`config.mk`:
```
export PLATFORM = sky130hd
export DESIGN_NAME = fwf_core
export DESIGN_NICKNAME = d
export VERILOG_FILES = /design/src/rtl/fwf_core.v /design/src/rtl/fwf_fifo.v
export VERILOG_INCLUDE_DIRS = /design/src /design/src/inc
export SDC_FILE = /design/constraint.sdc
export NUM_CORES = 1
export LEC_CHECK = 0
export BUFFER_PORTS_ARGS = -buffer_cell sky130_fd_sc_hd__buf_2
export CORE_MARGIN = 1
export CORE_UTILIZATION = 35
export CTS_BUF_LIST = sky130_fd_sc_hd__clkbuf_4 sky130_fd_sc_hd__clkbuf_8
export DETAILED_ROUTE_END_ITERATION = 8
export PLACE_DENSITY_LB_ADDON = 0.25
export SLEW_MARGIN = 0
export SYNTH_ARGS = -nofsm -noshare
export SYNTH_HDL_FRONTEND = slang
export SYNTH_SLANG_ARGS = --single-unit
```
`constraint.sdc`:
```
create_clock -name clk -period 4.1 [get_ports clk]
set_input_delay 0.82 -clock clk [delete_from_list [all_inputs] [get_ports clk]]
set_output_delay 0.82 -clock clk [all_outputs]
set_load 0.05 [all_outputs]
```
`src/inc/fwf_defs.vh`:
```
// Constants for the deleted-data write and track format command block
`ifndef FWF_DEFS_VH
`define FWF_DEFS_VH
`define FWF_OP_WRDEL     6'h09
`define FWF_OP_FMT       6'h0d
`define FWF_MT_BIT       7
`define FWF_DD_BIT       6
`define FWF_HEAD_BIT     2
`define FWF_WR_NBYTES    4'd9
`define FWF_FMT_NBYTES   4'd6
`define FWF_MARK_ID      8'hfe
`define FWF_MARK_DATA    8'hfb
`define FWF_MARK_DEL     8'hf8
`define FWF_GAP_BYTE     8'h4e
`define FWF_SYNC_BYTE    8'h00
`define FWF_PAD_BYTE     8'h00
`define FWF_SYNC_LAST    15'd11
`define FWF_GAP2_LAST    15'd21
`define FWF_CRC_INIT     16'hffff
`define FWF_CRC_POLY     16'h1021
`define FWF_ST0_INVALID  8'h80
`define FWF_IC_NORMAL    2'b00
`define FWF_IC_ABNORMAL  2'b01
`define FWF_RES_FULL     3'd7
`define FWF_RES_ONE      3'd1
`define FWF_FIFO_WIDTH   8
`define FWF_FIFO_DEPTH   32
`define FWF_FIFO_AW      5
`define FWF_F_SYNC0      4'd0
`define FWF_F_IDMARK     4'd1
`define FWF_F_ID         4'd2
`define FWF_F_IDCRC      4'd3
`define FWF_F_GAP2       4'd4
`define FWF_F_SYNC1      4'd5
`define FWF_F_DMARK      4'd6
`define FWF_F_DATA       4'd7
`define FWF_F_DCRC       4'd8
`define FWF_F_GAP3       4'd9
`define FWF_F_GAP4       4'd10
`endif

```
`src/rtl/fwf_core.v`:
```
// Deleted-data sector write and track format command engine
//
// Notes on behaviour
// - Deleted write equals normal write but records the deleted data mark
// - Deleted write opcode 001001 with multi-track and density; select byte
// - Execution moves host bytes to the drive one after another
// - Deleted write returns three status bytes then cylinder head sector size
// - Format opcode 001101, bit 7 zero, density bit; select byte
// - Format starts at an index pulse and writes every field of each sector
// - Format fills each data field with the filler byte
// - Supplied sector numbers are written unchecked, any order allowed
// - Format runs until the next index pulse or terminal count
// - Format returns three status bytes and four meaningless ID bytes
// - CRC of each data field is written right after that field
// - Sector number increments after each written sector, multi-sector
// - Terminal count or underrun mid-field pads a write data field with zeros
`include "fwf_defs.vh"
`timescale 1ns/10ps
`default_nettype none
module fwf_core (
    input  wire       clk,
    input  wire       nrst,
    input  wire       ce,
    input  wire       host_valid,
    input  wire [7:0] host_data,
    output wire       host_ready,
    output reg        res_valid,
    output reg  [7:0] res_data,
    input  wire       res_ack,
    output reg        dreq,
    output reg        busy,
    input  wire       index_n,
    input  wire       tc,
    output reg        disk_valid,
    output reg  [7:0] disk_data,
    output reg        disk_mark,
    input  wire       disk_ready,
    output reg        write_gate,
    output reg        double_density_flag,
    output reg        head_select,
    output reg        drive_select_hi,
    output reg        drive_select_lo
);
    localparam S_IDLE  = 6'b000001;
    localparam S_CMD   = 6'b000010;
    localparam S_INDEX = 6'b000100;
    localparam S_FIELD = 6'b001000;
    localparam S_FIN   = 6'b010000;
    localparam S_RES   = 6'b100000;

    reg  [5:0]  st_q;
    reg  [3:0]  fld_q;
    reg  [14:0] cnt_q;
    reg  [3:0]  nb_q;
    reg  [7:0]  cmd_q;
    reg  [7:0]  prm_q [1:8];
    reg         is_wr_q;
    reg         inv_q;
    reg  [7:0]  cyl_q;
    reg  [7:0]  hid_q;
    reg  [7:0]  sec_q;
    reg  [7:0]  size_q;
    reg  [7:0]  done_q;
    reg  [15:0] crc_q;
    reg         pad_q;
    reg         under_q;
    reg         eoc_q;
    reg         tc_q;
    reg         idx_seen_q;
    reg  [7:0]  res_q [0:6];
    reg  [2:0]  ri_q;
    reg  [2:0]  nres_q;
    reg  [2:0]  idx_s_q;
    reg  [1:0]  tc_s_q;
    wire        f_valid;
    wire [7:0]  f_data;
    wire        f_ready;
    wire        adv;
    wire        need_host;
    wire        idx_pulse;
    wire [14:0] dlen;
    wire [7:0]  dbyte;
    wire [7:0]  gap3;

    function [15:0] crc_byte;
        input [15:0] c;
        input [7:0]  b;
        integer i;
        reg [15:0] r;
        begin
            r = c ^ {b, 8'h00};
            for (i = 0; i < 8; i = i + 1) begin
                r = r[15] ? ({r[14:0], 1'b0} ^ `FWF_CRC_POLY)
                          : {r[14:0], 1'b0};
            end
            crc_byte = r;
        end
    endfunction

    fwf_fifo #(
        .WIDTH (`FWF_FIFO_WIDTH),
        .DEPTH (`FWF_FIFO_DEPTH),
        .AW    (`FWF_FIFO_AW)
    ) u_fifo (
        .clk       (clk),
        .nrst      (nrst),
        .ce        (ce),
        .in_valid  (host_valid),
        .in_data   (host_data),
        .in_ready  (host_ready),
        .out_valid (f_valid),
        .out_data  (f_data),
        .out_ready (f_ready)
    );

    // Index edge is taken from the second and third stages only
    assign idx_pulse = ~idx_s_q[1] & idx_s_q[2];
    assign adv       = (st_q == S_FIELD) & (~disk_valid | disk_ready);
    assign need_host = (fld_q == `FWF_F_ID) |
                       ((fld_q == `FWF_F_DATA) & is_wr_q & ~pad_q & ~tc_q);
    assign f_ready   = (st_q == S_IDLE) | (st_q == S_CMD) | (adv & need_host);
    // Format sizes its data field from the size parameter, never from the
    // data length byte left behind by an earlier write command
    assign dlen      = !is_wr_q ? (15'h0080 << prm_q[2][2:0]) :
                       (size_q == 8'h00) ? {7'h00, prm_q[8]}
                                         : (15'h0080 << size_q[2:0]);
    assign gap3      = is_wr_q ? prm_q[7] : prm_q[4];
    assign dbyte     = !is_wr_q ? prm_q[5] :
                       (need_host & f_valid) ? f_data : `FWF_PAD_BYTE;

    always @(posedge clk or negedge nrst) begin
        if (!nrst) begin
            idx_s_q <= 3'h7;
            tc_s_q  <= 2'h0;
        end else if (ce) begin
            idx_s_q <= {idx_s_q[1:0], index_n};
            tc_s_q  <= {tc_s_q[0], tc};
        end
    end

    always @(posedge clk or negedge nrst) begin
        if (!nrst) begin
            st_q <= S_IDLE;
            fld_q <= `FWF_F_SYNC0;
            cnt_q <= 15'h0000;
            nb_q <= 4'h0;
            cmd_q <= 8'h00;
            is_wr_q <= 1'b0;
            inv_q <= 1'b0;
            cyl_q <= 8'h00;
            hid_q <= 8'h00;
            sec_q <= 8'h00;
            size_q <= 8'h00;
            done_q <= 8'h00;
            crc_q <= `FWF_CRC_INIT;
            pad_q <= 1'b0;
            under_q <= 1'b0;
            eoc_q <= 1'b0;
            tc_q <= 1'b0;
            idx_seen_q <= 1'b0;
            ri_q <= 3'h0;
            nres_q <= 3'h0;
            res_valid <= 1'b0;
            res_data <= 8'h00;
            dreq <= 1'b0;
            busy <= 1'b0;
            disk_valid <= 1'b0;
            disk_data <= 8'h00;
            disk_mark <= 1'b0;
            write_gate <= 1'b0;
            double_density_flag <= 1'b0;
            head_select <= 1'b0;
            drive_select_hi <= 1'b0;
            drive_select_lo <= 1'b0;
        end else if (ce) begin
            busy       <= (st_q != S_IDLE);
            write_gate <= (st_q == S_FIELD);
            dreq       <= (st_q == S_FIELD) & need_host;
            if (tc_s_q[1] && (st_q == S_FIELD || st_q == S_INDEX)) begin
                tc_q <= 1'b1;
            end
            if (idx_pulse && st_q == S_FIELD) begin
                idx_seen_q <= 1'b1;
            end
            case (st_q)
                S_IDLE: begin
                    if (f_valid) begin
                        cmd_q   <= f_data;
                        nb_q    <= 4'h1;
                        tc_q    <= 1'b0;
                        pad_q   <= 1'b0;
                        under_q <= 1'b0;
                        eoc_q   <= 1'b0;
                        inv_q   <= 1'b0;
                        idx_seen_q <= 1'b0;
                        if (f_data[5:0] == `FWF_OP_WRDEL) begin
                            is_wr_q <= 1'b1;
                            st_q    <= S_CMD;
                        end else if (f_data[5:0] == `FWF_OP_FMT &&
                                     !f_data[`FWF_MT_BIT]) begin
                            is_wr_q <= 1'b0;
                            st_q    <= S_CMD;
                        end else begin
                            inv_q <= 1'b1;
                            st_q  <= S_FIN;
                        end
                    end
                end
                S_CMD: begin
                    if (f_valid) begin
                        prm_q[nb_q] <= f_data;
                        nb_q <= nb_q + 4'h1;
                        if (nb_q == (is_wr_q ? `FWF_WR_NBYTES
                                             : `FWF_FMT_NBYTES) - 4'h1) begin
                            st_q <= S_INDEX;
                        end
                    end
                end
                S_INDEX: begin
                    head_select     <= prm_q[1][`FWF_HEAD_BIT];
                    drive_select_hi <= prm_q[1][1];
                    drive_select_lo <= prm_q[1][0];
                    double_density_flag <= cmd_q[`FWF_DD_BIT];
                    cnt_q  <= 15'h0000;
                    done_q <= 8'h00;
                    if (is_wr_q) begin
                        cyl_q  <= prm_q[2];
                        hid_q  <= prm_q[3];
                        sec_q  <= prm_q[4];
                        size_q <= prm_q[5];
                        fld_q  <= `FWF_F_SYNC1;
                        st_q   <= S_FIELD;
                    end else if (idx_pulse) begin
                        size_q <= prm_q[2];
                        fld_q  <= `FWF_F_SYNC0;
                        st_q   <= S_FIELD;
                    end else if (tc_q) begin
                        st_q <= S_FIN;
                    end
                end
                S_FIELD: begin
                    if (adv) begin
                        disk_valid <= 1'b1;
                        disk_mark  <= 1'b0;
                        cnt_q      <= cnt_q + 15'h0001;
                        case (fld_q)
                            `FWF_F_SYNC0, `FWF_F_SYNC1: begin
                                disk_data <= `FWF_SYNC_BYTE;
                                if (cnt_q == `FWF_SYNC_LAST) begin
                                    cnt_q <= 15'h0000;
                                    fld_q <= (fld_q == `FWF_F_SYNC0)
                                             ? `FWF_F_IDMARK : `FWF_F_DMARK;
                                end
                            end
                            `FWF_F_IDMARK: begin
                                disk_data <= `FWF_MARK_ID;
                                disk_mark <= 1'b1;
                                crc_q <= crc_byte(`FWF_CRC_INIT, `FWF_MARK_ID);
                                cnt_q <= 15'h0000;
                                fld_q <= `FWF_F_ID;
                            end
                            `FWF_F_ID: begin
                                if (f_valid) begin
                                    disk_data <= f_data;
                                    crc_q <= crc_byte(crc_q, f_data);
                                    case (cnt_q[1:0])
                                        2'h0: cyl_q <= f_data;
                                        2'h1: hid_q <= f_data;
                                        2'h2: sec_q <= f_data;
                                        default: size_q <= f_data;
                                    endcase
                                    if (cnt_q == 15'h0003) begin
                                        cnt_q <= 15'h0000;
                                        fld_q <= `FWF_F_IDCRC;
                                    end
                                end else begin
                                    disk_valid <= 1'b0;
                                    cnt_q <= cnt_q;
                                end
                            end
                            `FWF_F_IDCRC, `FWF_F_DCRC: begin
                                disk_data <= cnt_q[0] ? crc_q[7:0]
                                                      : crc_q[15:8];
                                if (cnt_q[0]) begin
                                    cnt_q <= 15'h0000;
                                    fld_q <= (fld_q == `FWF_F_IDCRC)
                                             ? `FWF_F_GAP2 : `FWF_F_GAP3;
                                end
                            end
                            `FWF_F_GAP2: begin
                                disk_data <= `FWF_GAP_BYTE;
                                if (cnt_q == `FWF_GAP2_LAST) begin
                                    cnt_q <= 15'h0000;
                                    fld_q <= `FWF_F_SYNC1;
                                end
                            end
                            `FWF_F_DMARK: begin
                                disk_data <= is_wr_q ? `FWF_MARK_DEL
                                                     : `FWF_MARK_DATA;
                                disk_mark <= 1'b1;
                                crc_q <= crc_byte(`FWF_CRC_INIT, is_wr_q
                                        ? `FWF_MARK_DEL : `FWF_MARK_DATA);
                                cnt_q <= 15'h0000;
                                fld_q <= `FWF_F_DATA;
                            end
                            `FWF_F_DATA: begin
                                disk_data <= dbyte;
                                crc_q <= crc_byte(crc_q, dbyte);
                                if (is_wr_q && (tc_q || !f_valid)) begin
                                    pad_q <= 1'b1;
                                end
                                if (need_host && !f_valid) begin
                                    under_q <= 1'b1;
                                end
                                if (cnt_q == dlen - 15'h0001) begin
                                    cnt_q <= 15'h0000;
                                    fld_q <= `FWF_F_DCRC;
                                end
                            end
                            `FWF_F_GAP3: begin
                                disk_data <= `FWF_GAP_BYTE;
                                if (cnt_q[7:0] + 8'h01 >= gap3) begin
                                    cnt_q <= 15'h0000;
                                    pad_q <= 1'b0;
                                    done_q <= done_q + 8'h01;
                                    if (is_wr_q) begin
                                        sec_q <= sec_q + 8'h01;
                                        fld_q <= `FWF_F_SYNC1;
                                        if (tc_q || under_q) begin
                                            st_q <= S_FIN;
                                        end else if (sec_q == prm_q[6]) begin
                                            if (cmd_q[`FWF_MT_BIT] &&
                                                !head_select) begin
                                                head_select <= 1'b1;
                                                hid_q <= 8'h01;
                                                sec_q <= 8'h01;
                                            end else begin
                                                eoc_q <= 1'b1;
                                                st_q  <= S_FIN;
                                            end
                                        end
                                    end else if (tc_q || idx_seen_q) begin
                                        st_q <= S_FIN;
                                    end else begin
                                        fld_q <= (done_q + 8'h01 >= prm_q[3])
                                                 ? `FWF_F_GAP4
                                                 : `FWF_F_SYNC0;
                                    end
                                end
                            end
                            default: begin
                                disk_data <= `FWF_GAP_BYTE;
                                if (tc_q || idx_seen_q) begin
                                    st_q <= S_FIN;
                                end
                            end
                        endcase
                    end
                end
                S_FIN: begin
                    // Last drive byte must be taken before results start
                    if (!disk_valid || disk_ready) begin
                        disk_valid <= 1'b0;
                        disk_mark  <= 1'b0;
                        ri_q       <= 3'h0;
                        res_valid  <= 1'b1;
                        res_q[0] <= inv_q ? `FWF_ST0_INVALID
                            : {((under_q | eoc_q) ? `FWF_IC_ABNORMAL
                                                  : `FWF_IC_NORMAL),
                               3'h0, head_select, drive_select_hi,
                               drive_select_lo};
                        res_data <= inv_q ? `FWF_ST0_INVALID
                            : {((under_q | eoc_q) ? `FWF_IC_ABNORMAL
                                                  : `FWF_IC_NORMAL),
                               3'h0, head_select, drive_select_hi,
                               drive_select_lo};
                        res_q[1] <= {eoc_q, 2'h0, under_q, 4'h0};
                        res_q[2] <= 8'h00;
                        res_q[3] <= cyl_q;
                        res_q[4] <= hid_q;
                        res_q[5] <= sec_q;
                        res_q[6] <= size_q;
                        nres_q <= inv_q ? `FWF_RES_ONE : `FWF_RES_FULL;
                        st_q <= S_RES;
                    end
                end
                S_RES: begin
                    if (res_ack) begin
                        ri_q <= ri_q + 3'h1;
                        if (ri_q + 3'h1 == nres_q) begin
                            res_valid <= 1'b0;
                            st_q <= S_IDLE;
                        end else begin
                            res_data <= res_q[ri_q + 3'h1];
                        end
                    end
                end
                default: begin
                    st_q <= S_IDLE;
                end
            endcase
        end
    end
endmodule // fwf_core
`default_nettype wire

```
`src/rtl/fwf_fifo.v`:
```
// Byte FIFO between the host data port and the command engine
`timescale 1ns/10ps
`default_nettype none
module fwf_fifo #(
    parameter WIDTH = 8,
    parameter DEPTH = 32,
    parameter AW    = 5
) (
    input  wire             clk,
    input  wire             nrst,
    input  wire             ce,
    input  wire             in_valid,
    input  wire [WIDTH-1:0] in_data,
    output wire             in_ready,
    output wire             out_valid,
    output wire [WIDTH-1:0] out_data,
    input  wire             out_ready
);
    reg [WIDTH-1:0] mem_q [0:DEPTH-1];
    reg [AW-1:0]    wp_q;
    reg [AW-1:0]    rp_q;
    reg [AW:0]      cnt_q;
    reg             full_q;
    reg             empty_q;
    wire            push;
    wire            pop;

    assign in_ready  = ~full_q;
    assign out_valid = ~empty_q;
    assign out_data  = mem_q[rp_q];
    assign push      = ce & in_valid & ~full_q;
    assign pop       = ce & out_ready & ~empty_q;

    always @(posedge clk) begin
        if (push) begin
            mem_q[wp_q] <= in_data;
        end
    end

    always @(posedge clk or negedge nrst) begin
        if (!nrst) begin
            wp_q    <= {AW{1'b0}};
            rp_q    <= {AW{1'b0}};
            cnt_q   <= {(AW+1){1'b0}};
            full_q  <= 1'b0;
            empty_q <= 1'b1;
        end else begin
            if (push) begin
                wp_q <= wp_q + 1'b1;
            end
            if (pop) begin
                rp_q <= rp_q + 1'b1;
            end
            if (push && !pop) begin
                cnt_q   <= cnt_q + 1'b1;
                empty_q <= 1'b0;
                full_q  <= (cnt_q == DEPTH - 1);
            end else if (pop && !push) begin
                cnt_q   <= cnt_q - 1'b1;
                full_q  <= 1'b0;
                empty_q <= (cnt_q == 1);
            end
        end
    end
endmodule // fwf_fifo
`default_nettype wire

```
Word-level counts from Yosys, hierarchy flattened
Memory sizes are Yosys's and may differ from the RTL's. Index checks and enable logic that the tools add are counted. W data, S select, Z words.

Bits in registers: 155. Memory bits (writable): 376. Input bits: 16. Output and inout bits: 27. Memories kept: 3.

Memories: u_fifo.mem_q (depth 32, bits a word 8, read ports 1, clocked after memory_dff 0, wr ports 1, RTL line fwf_fifo.v:19) `reg [WIDTH-1:0] mem_q [0:DEPTH-1];`; prm_q (depth 8, bits a word 8, read ports 8, clocked after memory_dff 0, wr ports 1, RTL line fwf_core.v:56) `reg [7:0] prm_q [1:8];`; res_q (depth 7, bits a word 8, read ports 1, clocked after memory_dff 0, wr ports 7, RTL line fwf_core.v:70) `reg [7:0] res_q [0:6];`.

$add $sub $neg: 12. $lt $le $gt $ge: 2. Eq/ne operators: 75. Shift-type cells: 2. Muxes and demuxes: 198. Bitwise logic cells: 50. Reductions and logical operators: 59.

Operator list (number): $mux W8 (41); $mux W13 (24); $mux W15 (10); $pmux W8 S2 (8); $mux W6 (18); $pmux W15 S7 (1); $not A3 Y3 (24); $mux W4 (17); $pmux W16 S4 (1); $mux W1 (54); $pmux W8 S6 (1); $pmux W6 S6 (1); $pmux W4 S8 (1); $xor A16 B16 Y16 (2); $ne A2 B2 Y1 const B (15); $ne A3 B3 Y1 const B (10); $pmux W15 S2 (1); $shl A8 B3 Y15 const A (2); $reduce_and A13 Y1 (2); $add A8 B1 Y8 const B (3); $reduce_and A4 Y1 (6); $reduce_and A7 Y1 (3); $reduce_and A5 Y1 (4); $eq A6 B4 Y1 const B (3); other kinds (63) (146).

Depth between registers and ports, before layout
Word-level depth: 26. Gate-level depth with buffers: 18. Mapped depth without buffers: 14.

Modules after synthesis
Synthesis repeated with hierarchy kept, for this count alone.

Cells, all modules: 1862. Area total of the unflattened synthesis: 23696.5 µm².

Modules (own cells, without submodules): fwf_core (instances 1, cells each 1289, area an instance 12762.2 µm², seq. area each 6221.0 µm²); fwf_fifo (instances 1, cells each 573, area an instance 10934.2 µm², seq. area each 8139.1 µm²).

Worst setup path after synthesis
Ideal clock, no wire load.

Path kind: reg2reg. From: register is_wr_q (netlist name). To: register nb_q[0]. Arrival: 3907 ps. Data required time: 3970 ps. Setup slack: 63 ps. Cell stages (with the launch flop): 18. Cells stage by stage: dfrtp_1 > buf_2 > buf_1 > clkbuf_1 > clkbuf_1 > buf_1 > mux2i_1 > ha_1 > a21o_1 > a21o_1 > a21oi_1 > o31a_1 > nand3_1 > nand3_1 > nor2_1 > clkbuf_1 > nor3_1 > a21oi_1.

RTL lines: end signal, assigned (RTL line fwf_core.v:212) `nb_q <= nb_q + 4'h1;`; end, declared (RTL line fwf_core.v:54) `reg [3:0] nb_q;`.

Worst setup path in the final report
From: register size_q[2]. To: register cnt_q[1].

Word-level cells in the longest chain between the ends: 9. Elaborated cells between the ends (all ways): 10. Classes of those cells: add/sub: 1; eq/ne: 1; shift: 1; mux: 6; reduce/logical: 1.

RTL lines: start, declared (RTL line fwf_core.v:62) `reg [7:0] size_q;`; start signal, assigned (RTL line fwf_core.v:230) `size_q <= prm_q[5];`; start signal, assigned (RTL line fwf_core.v:234) `size_q <= prm_q[2];`; start signal, assigned (RTL line fwf_core.v:270) `default: size_q <= f_data;`; $shl A8 B3 Y15 or $logic_not A8 Y1 (tied branches) (RTL line fwf_core.v:126, fwf_core.v:125); $mux W15 * (RTL line fwf_core.v:125) `(size_q == 8'h00) ? {7'h00, prm_q[8]}`; $mux W15 * (RTL line fwf_core.v:124) `assign dlen = !is_wr_q ? (15'h0080 << prm_q[2][2:0]) :`; $sub A15 B1 Y15 * (RTL line fwf_core.v:315) `if (cnt_q == dlen - 15'h0001) begin`; $eq A15 B15 Y1 * (RTL line fwf_core.v:315); $mux W15 * (RTL line fwf_core.v:315); $pmux W15 S7 * (RTL line fwf_core.v:246) `case (fld_q)`; $mux W15 * (RTL line fwf_core.v:242) `if (adv) begin`; $pmux W15 S2 * (RTL line fwf_core.v:185) `case (st_q)`; end signal, assigned (RTL line fwf_core.v:245) `cnt_q <= cnt_q + 15'h0001;`; end signal, assigned (RTL line fwf_core.v:278) `cnt_q <= cnt_q;`; end, declared (RTL line fwf_core.v:53) `reg [14:0] cnt_q;`.

Every way passes the cells marked *; elsewhere a longest branch is shown, timed or not. The select of a mux whose other input is x is not followed. A chain may end at the register's enable or synchronous reset.

==> qor.yml <==
ant_nets: 0
syn_area_sq_mm: 0.0238
root_buffer: "clkbuf_8"
core.rowCount: 95
synth.most_common_cell: "edfxtp_1"
cts_tree: "done"
cts.sinks: 502
gr-total-overflow: 0
rsz0062_at_grt: "no"
wirelength_mm: 65.9
gp_congestion: 0.908
start_util_pct: 35.4
path_clk_slew_ns: 0.06
die_width_microns: 263
r2r_cells: 15
yosysTopAreaCellShare_pct: 44.6
setup_ws_ns: 0.301
synth_top_cell_by_area: "edfxtp_1"
yosysUniqueCellTypes: 96
hold_path_class: "in -> async"
crit_arrival_ns: 4.36
wl_met2_mm: 30.8
start_kind: "register"
status: "finished, final reports clean"
finalCritPeriodShare_pct: 92.6
power_density_mw_per_mm2: 624
critPathCapture: "cnt_q[1]$_DFFE_PN0P_"
ys.flop_type: "edfxtp_1"
dpl.hpwl_mm: 45.7
grt_pass1_vias: 15751
maxSlewViolCount: 0
vias: 15913
cap_violations: 0
top_layer: "met4"
synth_async_sr_flop_share_pct: 29.5
hold_violations: 0
portBuffers: 42
p_leak_uw: 0.0100
ys_seq_elements: 502
timing.hold.ws_ns: 0.232
clockBufferDepth: 3
drtIter0Drc: 1377
ir_worst_vdd_mv: 0.289
fin_util_pct: 40.5
viasPerCell: 5.45
timing.rr.start: "size_q[2]$_DFFE_PN0P_"
grt_use_total_pct: 19.0
dp_slack_ns: 0.190
clock.fmax_ghz: 0.263
fin_skew_ns: 0.0674
yosys_warnings: 0
netlist_top_cells_area: "edfxtp_1 (45%), dfrtp_1 (13%), mux4_2 (5.3%), mux2i_1 (2.8%), nand2_1 (2.6%)"
period_needed_ns: 3.80
r2r_slack_ns: 0.30
synthCells: 1846
syn-num-nets: 1899
m1WireLength_mm: 30.1
slew_headroom_pct: 24.1
core_sq_mm: 0.0673
antenna_found_initial: 2
crit_fanout: 9
ys_seq_area_share_pct: 60.3
cts_made_buffers: 90
route.met3.wl_mm: 3.65
grt_max_degree: 59
tns_ns: 0
worst_pin_slew_ns: 1.13
area_growth_pct: 14.6
drt_pass1_iterations: 6
die_y_microns: 263
worstSetupPathType: "reg -> reg"
final_cells: 2921
cts_htree_levels: 3
place_inst: 2752
drive_above_1_share_pct: 21.8
critPathLaunch: "size_q[2]$_DFFE_PN0P_"
synth.cells.most_frequent: "edfxtp_1 (354), nand2_1 (164), nor2_1 (130), dfrtp_1 (127), o21ai_0 (92)"
die-area_sq_mm: 0.0691
nNetsFinal: 2025
ios: 43
drc: 0
synth_edf_count: 354
cts_hold_buf: 0
insertion_delay_ns: 0.74
r2r_end: "cnt_q[1]$_DFFE_PN0P_"
wl_per_cell_microns: 22.6
critPathRequiredTime_ns: 4.66
setup_viol: 0
syn_area_per_cell_sq_um: 12.9
end_kind: "register"
grt_pass1_wl_mm: 99.9
worst min-delay path by stage:
| stage | start | end | slack [ns] | cells after the start |
|---|---|---|---|---|
| after floorplan | size_q[0]$_DFFE_PN0P_ | res_q[6][0]$_DFFE_PP_ | 0.42 | 0 |
| after global placement | cyl_q[4]$_DFFE_PN0P_ | res_q[3][4]$_DFFE_PP_ | 0.43 | 0 |
| after detailed placement | cyl_q[0]$_DFFE_PN0P_ | res_q[3][0]$_DFFE_PP_ | 0.43 | 0 |
| after CTS | nrst | done_q[7]$_DFFE_PN0P_ | 0.20 | 2 |
| after global routing | nrst | nb_q[3]$_DFFE_PN0P_ | 0.23 | 2 |
| final | nrst | nb_q[3]$_DFFE_PN0P_ | 0.23 | 2 |
routing by layer:
| metal | up-vias | GRT usage, % |
|---|---|---|
| li1 | 7239 | - |
| met1 | 8028 | 26.8 |
| met2 | 534 | 30.0 |
| met3 | 112 | 3.34 |
| met4 | 0 | 5.80 |
| met5 | - | 0 |
final cells by class:
| class | instances | area (sq um) |
|---|---|---|
| inverters | 43 | 161 |
| clock inverters | 38 | 340 |
| diodes | 2 | 5.00 |
| flip-flops and latches | 502 | 14400 |
| multi-input cells | 1195 | 8760 |
| repair buffers | 140 | 1000 |
| well taps | 873 | 1090 |
| clock buffers | 128 | 1550 |
| fillers | 6351 | 40000 |
state kept, by name, summed over array words and instances (netlist names), 8 cells and up:
register and count:
res_data 8, crc_q 16, done_q 8, cnt_q 15, cyl_q 8, res_q 39, u_fifo.mem_q 256, disk_data 8
size_q 8, sec_q 8, hid_q 8, prm_q 59
layout by cell type, fill, tap and decap left out, types with 54 or more instances in the layout:
cell,netlist,final
nand2_1,164,164
edfxtp_1,354,354
nor2_1,130,129
xnor2_1,54,54
buf_4,6,94
mux2i_1,66,66
dfrtp_1,127,123
a21oi_1,86,86
mux4_2,56,56
clkbuf_8,0,94
o21ai_0,92,92
through the flow:
step,total power [uW],instance area (sq um)
final,17000,27300
after detailed placement,12200,25400
after CTS,17100,27300
after global routing,17800,27300
after global placement,12100,25400
after floorplan,10400,23800
critical path: stages (launching register included):
cell and delay (ns):
dfrtp_1 0.47, nor4b_2 0.36, and3_2 0.34, nand2_1 0.08, ha_1 0.30, xnor2_1 0.19
nand2b_1 0.17, a2111oi_0 0.43, a31oi_1 0.06, o21ai_0 0.20, nand4_1 0.18, o31ai_4 0.29
buf_12 0.16, nand3_1 0.11, nand2_1 0.17, o221ai_1 0.13
timing repair:
action / 4_1_cts / 5_1_grt
endpoints found under the setup margin: 0 / 17
gates resized for setup: 0 / 1
setup buffers: 0 / 1
power by group:
group          total (uW)  switching [uW]  internal, uW
logic                5540            3410          2130
registers            6560             522          6040
clock network        4910            2180          2730
total               17000            6120         10900
logic make-up after synthesis:
group / count (synthesis) / synth area share (%)
adder cells (fa/ha/maj): 37 / 1.94
multiplexers: 143 / 9.07
flip-flops: 502 / 60.3
XOR/XNOR: 97 / 3.92
AO/OA/AOI/OAI: 399 / 11.2
buffers and inverters: 149 / 2.94
AND/OR/NAND/NOR: 519 / 10.6
Note: power is estimated with default switching activity, not from simulation.
